**src/verilog/enc_image_pkg.sv**
```systemverilog
package enc_image_pkg;
    // ==========================================================
    // clock and timing
    // ==========================================================
    localparam int CLK_PERIOD_NS = 8; // 125 MHz system clock
    localparam int US_NS = 1000; // one microsecond in ns
    localparam int US_CYCLES = US_NS / CLK_PERIOD_NS; // clocks per microsecond
    localparam int MS_US = 1000; // microseconds per millisecond
    localparam logic [63:0] US_PER_S = 64'h00000000000f4240; // 1e6, hz from us window
    localparam logic [15:0] FREQ_WINDOW_DEF_US = 16'h2710; // 10 ms window
    localparam logic [15:0] PERIOD_FINE_NS = 16'h0064; // 100 ns period unit
    localparam logic [15:0] PERIOD_COARSE_NS = 16'h01f4; // 500 ns period unit
    localparam logic [9:0] NS_STEP = 10'h008; // ns added per clock
    localparam int DIV_STEPS = 64; // serial divider iterations
    // ==========================================================
    // read port subindices
    // ==========================================================
    localparam logic [7:0] SUB_MAX = 8'h00;
    localparam logic [7:0] SUB_ZERO_VALID = 8'h01;
    localparam logic [7:0] SUB_EXT_VALID = 8'h02;
    localparam logic [7:0] SUB_PRESET_DONE = 8'h03;
    localparam logic [7:0] SUB_ALARM = 8'h06;
    localparam logic [7:0] SUB_WIRE_BREAK = 8'h07;
    localparam logic [7:0] SUB_PHASE_ONE = 8'h09;
    localparam logic [7:0] SUB_PHASE_TWO = 8'h0a;
    localparam logic [7:0] SUB_ZERO_LEVEL = 8'h0b;
    localparam logic [7:0] SUB_GATE = 8'h0c;
    localparam logic [7:0] SUB_EXT_LEVEL = 8'h0d;
    localparam logic [7:0] SUB_SYNC_MISS = 8'h0e;
    localparam logic [7:0] SUB_IMG_INVALID = 8'h0f;
    localparam logic [7:0] SUB_IMG_TOGGLE = 8'h10;
    localparam logic [7:0] SUB_COUNT = 8'h11;
    localparam logic [7:0] SUB_CAPTURED = 8'h12;
    localparam logic [7:0] SUB_RATE = 8'h13;
    localparam logic [7:0] SUB_INTERVAL = 8'h14;
    localparam logic [7:0] SUB_TIMESTAMP = 8'h16;
    localparam logic [7:0] MAX_SUB_VAL = 8'h16; // reset value of subindex 0
    // ==========================================================
    // carriers
    // ==========================================================
    localparam int PIN_W = 9; // width of the pin group
    typedef struct packed {
        logic wbSenseC; // line fault sense, zero-mark pair
        logic wbSenseB; // line fault sense, track two
        logic wbSenseA; // line fault sense, track one
        logic extCapture; // external capture input
        logic gateIn; // gate input
        logic zeroMark; // zero-mark input
        logic phaseTwo; // quadrature track two
        logic phaseOne; // quadrature track one
        logic alarmIn; // alarm status input
    } encPins_t;
    typedef struct packed {
        logic zeroEnable; // zero-mark capture enable
        logic extRiseEnable; // external capture on rising edge
        logic extFallEnable; // external capture on falling edge
        logic presetReq; // set-counter request level
        logic [31:0] presetValue; // value loaded by a preset
        logic distributed_clock_mode; // sync error reporting active
        logic [2:0] wbEnable; // fault sense enables c,b,a
        logic [15:0] windowUs; // frequency window, 0 = default
        logic [15:0] waitMs; // max wait for closing edge
        logic [15:0] freqScale; // frequency scaling
        logic [15:0] periodScale; // period output unit ns
        logic [15:0] periodRes; // period internal unit ns
    } encConfig_t;
    typedef enum logic [2:0] {
        FS_WINDOW = 3'b001,
        FS_WAIT = 3'b010,
        FS_DIV = 3'b100
    } freqState_t;
endpackage

```
**src/verilog/pin_sync2.sv**
```systemverilog
// two-stage synchroniser for asynchronous pins
module pin_sync2 #(
    parameter int WIDTH = 1 // number of pins
) (
    input wire logic clk_sys, // system clock
    input wire logic rst_b, // async reset, active low
    input wire logic [WIDTH-1:0] din, // raw pin levels
    output logic [WIDTH-1:0] dout // synchronised levels
);
    logic [WIDTH-1:0] meta_q; // first stage, read only by second stage

    // ==========================================================
    // sampling stages
    // ==========================================================
    // first stage feeds nothing but the second
    always_ff @(posedge clk_sys or negedge rst_b) begin
        if (!rst_b) begin
            meta_q <= '0;
            dout <= '0;
        end else begin
            meta_q <= din;
            dout <= meta_q;
        end
    end
endmodule // pin_sync2

```
**src/verilog/encoder_input_status_image.sv**
```systemverilog
// Overview of operation
// - zero-mark capture sets valid, holds count
// - external capture sets valid; cleared and re-armed only once both enables drop and one is set again
// - preset applied sets preset-done flag
// - alarm input level readable as status
// - open-circuit flag from enabled fault senses
// - live track, zero, gate, capture levels
// - sync miss only in distributed clock mode
// - image invalid bit: 0 valid, 1 invalid
// - toggle bit inverts on each image update
// - unsigned 32-bit scaled frequency value
// - unsigned 32-bit scaled period value
// - 64-bit timestamp of last count change
// - pulses over min window divided by time
// - period in 100 ns or 500 ns units
module encoder_input_status_image import enc_image_pkg::*; (
    input wire logic clk_sys, // system clock
    input wire logic rst_b, // async reset, active low
    input wire encPins_t pinsRaw, // asynchronous encoder pins
    input wire encConfig_t cfg, // control and configuration levels
    input wire logic syncPulse, // cycle trigger strobe
    input wire logic newData, // new process data strobe
    input wire logic imageUpdate, // transmit_process_image update strobe
    input wire logic rdReq, // read request strobe
    input wire logic [7:0] rdSub, // subindex to read
    output logic [63:0] rdData_q, // read data
    output logic rdAck_q, // read answered
    output logic rdErr_q // unmapped subindex
);
    // ==========================================================
    // pins and edges
    // ==========================================================
    encPins_t pins; // synchronised pins
    encPins_t pinsPrev_q; // previous synchronised pins
    logic cfgPrevZero_q, cfgPrevExt_q, cfgPrevPreset_q; // enable history
    pin_sync2 #(.WIDTH(PIN_W)) uSync (
        .clk_sys(clk_sys),
        .rst_b(rst_b),
        .din(pinsRaw),
        .dout(pins)
    );
    logic aRise, aChg, bChg, zeroRise, extRise, extFall, presetEdge, zeroEnRise, extEnRise, extEn;
    assign aRise = pins.phaseOne & ~pinsPrev_q.phaseOne;
    assign aChg = pins.phaseOne ^ pinsPrev_q.phaseOne;
    assign bChg = pins.phaseTwo ^ pinsPrev_q.phaseTwo;
    assign zeroRise = pins.zeroMark & ~pinsPrev_q.zeroMark;
    assign extRise = pins.extCapture & ~pinsPrev_q.extCapture;
    assign extFall = ~pins.extCapture & pinsPrev_q.extCapture;
    assign presetEdge = cfg.presetReq & ~cfgPrevPreset_q;
    assign zeroEnRise = cfg.zeroEnable & ~cfgPrevZero_q;
    assign extEn = cfg.extRiseEnable | cfg.extFallEnable;
    assign extEnRise = extEn & ~cfgPrevExt_q;
    // history only, no next-state logic needed
    always_ff @(posedge clk_sys or negedge rst_b) begin
        if (!rst_b) begin
            pinsPrev_q <= '0;
            cfgPrevZero_q <= 1'b0;
            cfgPrevExt_q <= 1'b0;
            cfgPrevPreset_q <= 1'b0;
        end else begin
            pinsPrev_q <= pins;
            cfgPrevZero_q <= cfg.zeroEnable;
            cfgPrevExt_q <= extEn;
            cfgPrevPreset_q <= cfg.presetReq;
        end
    end
    // ==========================================================
    // count, captures, preset, timestamp
    // ==========================================================
    logic [31:0] count_q, count_d; // position count
    logic [31:0] captured_q, captured_d; // captured count
    logic zeroArm_q, zeroArm_d, zeroValid_q, zeroValid_d; // zero-mark capture
    logic extArm_q, extArm_d, extValid_q, extValid_d; // external capture
    logic presetDone_q, presetDone_d; // preset applied
    logic [63:0] timeNs_q, stamp_q, stamp_d; // free time and change stamp
    logic zeroHit, extHit; // capture events this cycle
    always_comb begin
        zeroHit = zeroArm_q & cfg.zeroEnable & zeroRise;
        extHit = extArm_q & ((cfg.extRiseEnable & extRise) | (cfg.extFallEnable & extFall));
        count_d = count_q;
        if (presetEdge) begin
            count_d = cfg.presetValue;
        end else if (aChg ^ bChg) begin
            // both tracks moving at once is a lost step, ignored
            if (~(pinsPrev_q.phaseOne ^ pins.phaseTwo)) begin
                count_d = count_q + 32'h00000001;
            end else begin
                count_d = count_q - 32'h00000001;
            end
        end
        // zero capture wins the value when both fire together
        captured_d = zeroHit ? count_q : (extHit ? count_q : captured_q);
        // cancelling the enable disarms and drops the flag; rising re-arms
        zeroArm_d = cfg.zeroEnable & (zeroEnRise | (zeroArm_q & ~zeroHit));
        zeroValid_d = cfg.zeroEnable & (zeroValid_q | zeroHit);
        extArm_d = extEn & (extEnRise | (extArm_q & ~extHit));
        extValid_d = extEn & (extValid_q | extHit);
        presetDone_d = cfg.presetReq & (presetDone_q | presetEdge);
        stamp_d = (count_d != count_q) ? timeNs_q : stamp_q;
    end
    always_ff @(posedge clk_sys or negedge rst_b) begin
        if (!rst_b) begin
            count_q <= '0;
            captured_q <= '0;
            zeroArm_q <= 1'b0;
            zeroValid_q <= 1'b0;
            extArm_q <= 1'b0;
            extValid_q <= 1'b0;
            presetDone_q <= 1'b0;
            timeNs_q <= '0;
            stamp_q <= '0;
        end else begin
            count_q <= count_d;
            captured_q <= captured_d;
            zeroArm_q <= zeroArm_d;
            zeroValid_q <= zeroValid_d;
            extArm_q <= extArm_d;
            extValid_q <= extValid_d;
            presetDone_q <= presetDone_d;
            timeNs_q <= timeNs_q + 64'(NS_STEP);
            stamp_q <= stamp_d;
        end
    end
    // ==========================================================
    // status flags: wire break, sync, image
    // ==========================================================
    logic wireBreak_q, wireBreak_d, seenData_q, seenData_d; // fault, data seen
    logic syncMiss_q, syncMiss_d, imgToggle_q, imgToggle_d; // sync, toggle
    always_comb begin
        wireBreak_d = |({pins.wbSenseC, pins.wbSenseB, pins.wbSenseA} & cfg.wbEnable);
        // data arriving with the trigger still counts for the closing cycle
        seenData_d = syncPulse ? 1'b0 : (seenData_q | newData);
        syncMiss_d = syncMiss_q;
        if (!cfg.distributed_clock_mode) begin
            syncMiss_d = 1'b0;
        end else if (syncPulse) begin
            syncMiss_d = ~(seenData_q | newData);
        end
        imgToggle_d = imgToggle_q ^ imageUpdate;
    end
    always_ff @(posedge clk_sys or negedge rst_b) begin
        if (!rst_b) begin
            wireBreak_q <= 1'b0;
            seenData_q <= 1'b0;
            syncMiss_q <= 1'b0;
            imgToggle_q <= 1'b0;
        end else begin
            wireBreak_q <= wireBreak_d;
            seenData_q <= seenData_d;
            syncMiss_q <= syncMiss_d;
            imgToggle_q <= imgToggle_d;
        end
    end
    // ==========================================================
    // period and frequency measurement
    // ==========================================================
    logic [6:0] usCnt_q, usCnt_d; // microsecond divider
    logic usTick; // one pulse per microsecond
    logic [9:0] nsAcc_q, nsAcc_d; // ns toward next period unit
    logic [31:0] perCnt_q, perCnt_d, period_q, period_d; // period units
    logic [15:0] perUnit; // internal period unit ns
    logic [31:0] winUs_q, winUs_d, pulses_q, pulses_d, freq_q, freq_d; // freq path
    logic [31:0] winLen, waitLen; // window and wait limit in us
    logic [32:0] rem_q, rem_d, remShift; // divider remainder
    logic [63:0] quot_q, quot_d; // divider numerator and quotient
    logic [6:0] divCnt_q, divCnt_d; // divider step count
    freqState_t fst_q, fst_d; // frequency sequencer
    assign usTick = (usCnt_q == 7'(US_CYCLES - 1));
    // a coarse internal unit forces coarse counting, scaled up on output
    assign perUnit = (cfg.periodRes == PERIOD_COARSE_NS || cfg.periodScale == PERIOD_COARSE_NS)
        ? PERIOD_COARSE_NS : PERIOD_FINE_NS;
    assign winLen = {16'h0000, (cfg.windowUs == 16'h0000) ? FREQ_WINDOW_DEF_US : cfg.windowUs};
    assign waitLen = winLen + 32'(cfg.waitMs) * 32'(MS_US);
    assign remShift = {rem_q[31:0], quot_q[63]};
    always_comb begin
        usCnt_d = usTick ? 7'h00 : usCnt_q + 7'h01;
        nsAcc_d = nsAcc_q + NS_STEP;
        perCnt_d = perCnt_q;
        period_d = period_q;
        if (nsAcc_d >= perUnit[9:0]) begin
            nsAcc_d = nsAcc_d - perUnit[9:0];
            perCnt_d = (perCnt_q == 32'hffffffff) ? perCnt_q : perCnt_q + 32'h00000001;
        end
        if (aRise) begin
            // the edge cycle is the first 8 ns of the new period
            nsAcc_d = NS_STEP;
            perCnt_d = '0;
            period_d = (perUnit != cfg.periodScale) ? {perCnt_q[29:0], 2'b00} + perCnt_q
                : perCnt_q;
        end
        fst_d = fst_q;
        winUs_d = (usTick && fst_q != FS_DIV) ? winUs_q + 32'h00000001 : winUs_q;
        pulses_d = aRise ? pulses_q + 32'h00000001 : pulses_q;
        rem_d = rem_q;
        quot_d = quot_q;
        divCnt_d = divCnt_q;
        freq_d = freq_q;
        case (fst_q)
            FS_WINDOW: begin
                if (winUs_q >= winLen) begin
                    fst_d = FS_WAIT; // minimum window elapsed
                end
            end
            FS_WAIT: begin
                if (aRise || winUs_q >= waitLen) begin
                    // numerator in scaled hz-microseconds
                    quot_d = 64'(pulses_d) * 64'(cfg.freqScale) * US_PER_S;
                    rem_d = '0;
                    divCnt_d = '0;
                    fst_d = FS_DIV;
                end
            end
            FS_DIV: begin
                // pulses and window frozen while dividing, 64 clocks lost
                pulses_d = pulses_q;
                if (remShift >= {1'b0, winUs_q}) begin
                    rem_d = remShift - {1'b0, winUs_q};
                    quot_d = {quot_q[62:0], 1'b1};
                end else begin
                    rem_d = remShift;
                    quot_d = {quot_q[62:0], 1'b0};
                end
                divCnt_d = divCnt_q + 7'h01;
                if (divCnt_q == 7'(DIV_STEPS - 1)) begin
                    // divide by the actual window, saturating
                    freq_d = (quot_d[63:32] != '0) ? 32'hffffffff : quot_d[31:0];
                    winUs_d = '0;
                    pulses_d = '0;
                    fst_d = FS_WINDOW;
                end
            end
            default: fst_d = FS_WINDOW;
        endcase
    end
    always_ff @(posedge clk_sys or negedge rst_b) begin
        if (!rst_b) begin
            usCnt_q <= '0;
            nsAcc_q <= '0;
            perCnt_q <= '0;
            period_q <= '0;
            fst_q <= FS_WINDOW;
            winUs_q <= '0;
            pulses_q <= '0;
            rem_q <= '0;
            quot_q <= '0;
            divCnt_q <= '0;
            freq_q <= '0;
        end else begin
            usCnt_q <= usCnt_d;
            nsAcc_q <= nsAcc_d;
            perCnt_q <= perCnt_d;
            period_q <= period_d;
            fst_q <= fst_d;
            winUs_q <= winUs_d;
            pulses_q <= pulses_d;
            rem_q <= rem_d;
            quot_q <= quot_d;
            divCnt_q <= divCnt_d;
            freq_q <= freq_d;
        end
    end
    // ==========================================================
    // read port
    // ==========================================================
    logic [63:0] rdData_d; // value for the subindex
    logic rdAck_d, rdErr_d; // answer and fault
    always_comb begin
        rdData_d = rdData_q;
        rdErr_d = 1'b0;
        rdAck_d = rdReq;
        if (rdReq) begin
            case (rdSub)
                SUB_MAX: rdData_d = {56'h0, MAX_SUB_VAL};
                SUB_ZERO_VALID: rdData_d = {63'h0, zeroValid_q};
                SUB_EXT_VALID: rdData_d = {63'h0, extValid_q};
                SUB_PRESET_DONE: rdData_d = {63'h0, presetDone_q};
                SUB_ALARM: rdData_d = {63'h0, pins.alarmIn};
                SUB_WIRE_BREAK: rdData_d = {63'h0, wireBreak_q};
                SUB_PHASE_ONE: rdData_d = {63'h0, pins.phaseOne};
                SUB_PHASE_TWO: rdData_d = {63'h0, pins.phaseTwo};
                SUB_ZERO_LEVEL: rdData_d = {63'h0, pins.zeroMark};
                SUB_GATE: rdData_d = {63'h0, pins.gateIn};
                SUB_EXT_LEVEL: rdData_d = {63'h0, pins.extCapture};
                SUB_SYNC_MISS: rdData_d = {63'h0, syncMiss_q};
                // the image is invalid while the line is broken
                SUB_IMG_INVALID: rdData_d = {63'h0, wireBreak_q};
                SUB_IMG_TOGGLE: rdData_d = {63'h0, imgToggle_q};
                SUB_COUNT: rdData_d = {32'h0, count_q};
                SUB_CAPTURED: rdData_d = {32'h0, captured_q};
                SUB_RATE: rdData_d = {32'h0, freq_q};
                SUB_INTERVAL: rdData_d = {32'h0, period_q};
                SUB_TIMESTAMP: rdData_d = stamp_q;
                default: begin
                    rdData_d = '0; // unmapped reads zero
                    rdErr_d = 1'b1;
                end
            endcase
        end
    end
    always_ff @(posedge clk_sys or negedge rst_b) begin
        if (!rst_b) begin
            rdData_q <= '0;
            rdAck_q <= 1'b0;
            rdErr_q <= 1'b0;
        end else begin
            rdData_q <= rdData_d;
            rdAck_q <= rdAck_d;
            rdErr_q <= rdErr_d;
        end
    end
endmodule // encoder_input_status_image

```
**config.mk**
```make
export PLATFORM = sky130hd
export DESIGN_NAME = encoder_input_status_image
export DESIGN_NICKNAME = d
export VERILOG_FILES = /design/src/verilog/enc_image_pkg.sv /design/src/verilog/pin_sync2.sv /design/src/verilog/encoder_input_status_image.sv
export SDC_FILE = /design/constraint.sdc
export NUM_CORES = 2
export LEC_CHECK = 0
export ABC_CLOCK_PERIOD_IN_PS = 19700
export BUFFER_PORTS_ARGS = -buffer_cell sky130_fd_sc_hd__buf_2
export CAP_MARGIN = 25
export CORE_ASPECT_RATIO = 0.6
export CORE_MARGIN = 5
export CORE_UTILIZATION = 30
export DETAILED_ROUTE_END_ITERATION = 16
export PLACE_DENSITY = 0.47
export SETUP_SLACK_MARGIN = 0.2
export SLEW_MARGIN = 20
export SYNTH_ARGS = -nofsm -noshare
export SYNTH_HDL_FRONTEND = slang
export SYNTH_SLANG_ARGS = --single-unit
```
**constraint.sdc**
```tcl
create_clock -name clk_sys -period 19.7 [get_ports clk_sys]
set_clock_uncertainty 0.15 [all_clocks]
set_input_delay 5.91 -clock clk_sys [delete_from_list [all_inputs] [get_ports clk_sys]]
set_output_delay 5.91 -clock clk_sys [all_outputs]
set_load 0.05 [all_outputs]
```
==> results.json <==
{
  "status": "finished, final reports clean",
  "cp_max_fo": 32,
  "post_cts_buffers": 0,
  "drt-total-wl_mm": 180.2,
  "holdCritStartpoint": "uSync.meta_q[4]",
  "track_usage_pct": 17.08,
  "worstReg2RegEnd": "quot_q[62]",
  "dr.pass1.iters": 6,
  "vias_per_cell": 4.851,
  "worstHoldPathCells": 0,
  "worst_slew_pin_slew_ps": 977.6,
  "cts_tree": "yes",
  "max_cap_viol_count": 0,
  "layout.nets": 7900,
  "synth_top_cell_area_share_pct": 23.67,
  "fp.coreArea_um2": 199100,
  "startpoint_type": "primary input",
  "grt_use_met1_pct": 29.14,
  "worst-setup-path-type": "primary input to register",
  "grt_pass1_wl_mm": 281.5,
  "hold_path_end": "uSync.dout[4]",
  "die_h_um": 356.0,
  "area_growth_pct": 10.63,
  "grtUsageMet3_pct": 4.226,
  "cpMostUsedCell": "fa_1",
  "cts.clk_slew.worst_paths_ps": 70,
  "synth_cells": 6479,
  "drc": 0,
  "ys_ff_latch": 567,
  "slew_viol_final": 0,
  "dp_hpwl_mm": 138.9,
  "hold_violations": 0,
  "route.vias.total": 45040,
  "relSlewSlack_pct": 34.83,
  "fp-row-count": 127,
  "io_pins": 209,
  "drtIter0Drc": 3785,
  "start_util_pct": 30.06,
  "r2r_start": "uSync.dout[1]",
  "grt.met2_usage_pct": 21.23,
  "setup_tns_ps": 0,
  "cts_sinks": 567,
  "numCtsBuffers": 59,
  "utilization_pct": 33.25,
  "layout-drive-gt1-share_pct": 9.053,
  "cp_data_required_time_ps": 20140,
  "yosys_warnings": 0,
  "setup_viol": 0,
  "yosysTopAreaCell": "dfrtp_1",
  "fin_crit_sh_pct": 91.67,
  "max_stage_delay_ps": 620,
  "hold_path.class": "register to register",
  "cts_root_buffer": "clkbuf_16",
  "h-tree-depth": 2,
  "gr-max-usage-layer": "met1",
  "syn-cell-area_um2": 59850,
  "antenna_left": 0,
  "synth_area_leaders": "dfrtp_1, fa_1, ha_1",
  "cts-resized-gates": 0,
  "port-buffer-count": 208,
  "arrival_ps": 18500,
  "synth-edff-count": 0,
  "die_width_um": 586.6,
  "ys_types": 93,
  "n_fill_cell": 20650,
  "antenna_found_initial": 8,
  "end_kind": "register",
  "grt_max_degree": 168,
  "clock_path_buffers": 3,
  "worstRegToRegCells": 56,
  "wl_per_cell_um": 19.40,
  "rrSetupSlack_ps": 4480,
  "layout.cells.most_common": "inv_1",
  "crit_slowest_cell": "fa_1",
  "dieArea_um2": 208800,
  "final_cell_mix": "inv_1, fa_1, nand2_1",
  "hold_buffers": 0,
  "async_reset_ff_share_pct": 100.0,
  "clk-insertion-delay-late_ps": 700,
  "grt_pass1_vias": 44960,
  "ys_seq_area_share_pct": 23.71,
  "rsz0062_at_grt": "no",
  "synth_fp_nets": 7787,
  "max_freq_ghz": 0.05537,
  "globalplace.congestion": 0.8445,
  "critPathLaunch": "cfg[44]",
  "gr-total-overflow": 0,
  "syn_avg_cell_area_um2": 9.237,
  "period_needed_ps": 18060,
  "synth-main-ff-cell": "dfrtp_1"
}
## cells by family (layout without fill, tap and decap cells)
| family | after synthesis | count (layout) | synth area share [%] |
|---|---|---|---|
| flip-flops | 567 | 567 | 23.71 |
| multiplexers | 158 | 158 | 2.918 |
| adder cells (fa/ha/maj) | 1165 | 1165 | 32.67 |
| XOR/XNOR | 440 | 440 | 6.539 |
| AO/OA/AOI/OAI | 1196 | 1196 | 12.81 |
| other | 0 | 3 | 0 |
| AND/OR/NAND/NOR | 1745 | 1745 | 13.63 |
| buffers and inverters | 1208 | 1368 | 7.721 |
## layout make-up
cell class                      instances  area (µm²)  share of cell area, %
Inverter                              958        3596                  5.431
Timing Repair Buffer                  302        1813                  2.738
Antenna cell                            3       7.507                0.01134
Clock inverter                         24       350.3                 0.5291
Clock buffer                           84        1730                  2.614
Multi-Input combinational cell       4704       41210                  62.25
Tap cell                             2644        3308                  4.996
Sequential cell                       567       14190                  21.43
## how the worst max path moves through the flow
stage          slack, ps  cells past startpoint         end
6_report            1640                     45  quot_q[61]
5_1_grt              850                     46  quot_q[62]
4_1_cts             1840                     46  quot_q[62]
3_5_place_dp        1120                     46  quot_q[62]
3_3_place_gp        1180                     46  quot_q[62]
2_1_floorplan       2610                     47  quot_q[62]
## cell usage after synthesis (all sizes together), types with 6 or more instances
cell type  number
and2          219
nand2         592
nor3           48
o21ai         298
nand3         139
o21bai         30
inv           958
a221o          24
o31ai          14
nor2          460
a211o          12
mux2i          26
and3           45
a22oi          72
nor4           26
a21o          145
clkbuf        207
or3            32
fa            663
and4           12
nand4          53
a21boi         13
buf            43
a31oi          30
a2111oi         8
ha            502
o2111ai         7
xnor2         281
xor2          159
mux2          132
a211oi         30
nand2b         48
dfrtp         566
nor2b          40
a22o            6
a221oi         35
o22a           34
o21a           28
a41oi           7
a21oi         348
o211ai         10
nor3b          10
## metal layers
metal,vias to the layer above,part of all wire (%)
met5,-,0
met4,0,0.90
met3,98,8.0
met2,1148,36
met1,22340,55
li1,21460,-
## stage by stage
step / area, µm² / worst slack (ps) / instances / hold WS, ps
after floorplan: 59850 / 2612 / 6479 / 181.2
after global placement: 64050 / 1182 / 9171 / 182.9
after detailed placement: 64060 / 1117 / 9172 / 184.7
after CTS: 66140 / 1841 / 9280 / 200.2
after global routing: 66210 / 849.4 / 9285 / 207.7
final: 66210 / 1641 / 9286 / 193.5
## critical path: cells and delay by family
kind                       cells  cell delay (ps)
adders and majority gates     13             6210
AOI/OAI and AO/OA             15             3040
buffers and inverters          7             1070
xor gates and xnor gates       2              680
and+or+nand+nor                7             1230
muxes                          1              350
## state kept, by name (all words and copies together), names as in the netlist, 3 cells and up
register / flops
count_q: 32
freq_q: 32
uSync.meta_q: 9
captured_q: 32
pulses_q: 32
uSync.dout: 9
rem_q: 32
quot_q: 64
pinsPrev_q: 4
rdData_q: 64
nsAcc_q: 8
usCnt_q: 7
divCnt_q: 7
timeNs_q: 61
perCnt_q: 32
winUs_q: 32
stamp_q: 61
fst_q: 3
period_q: 32
Power is not shown: default switching activity piles up to over one toggle a cycle in this logic, so the estimate is an artifact.
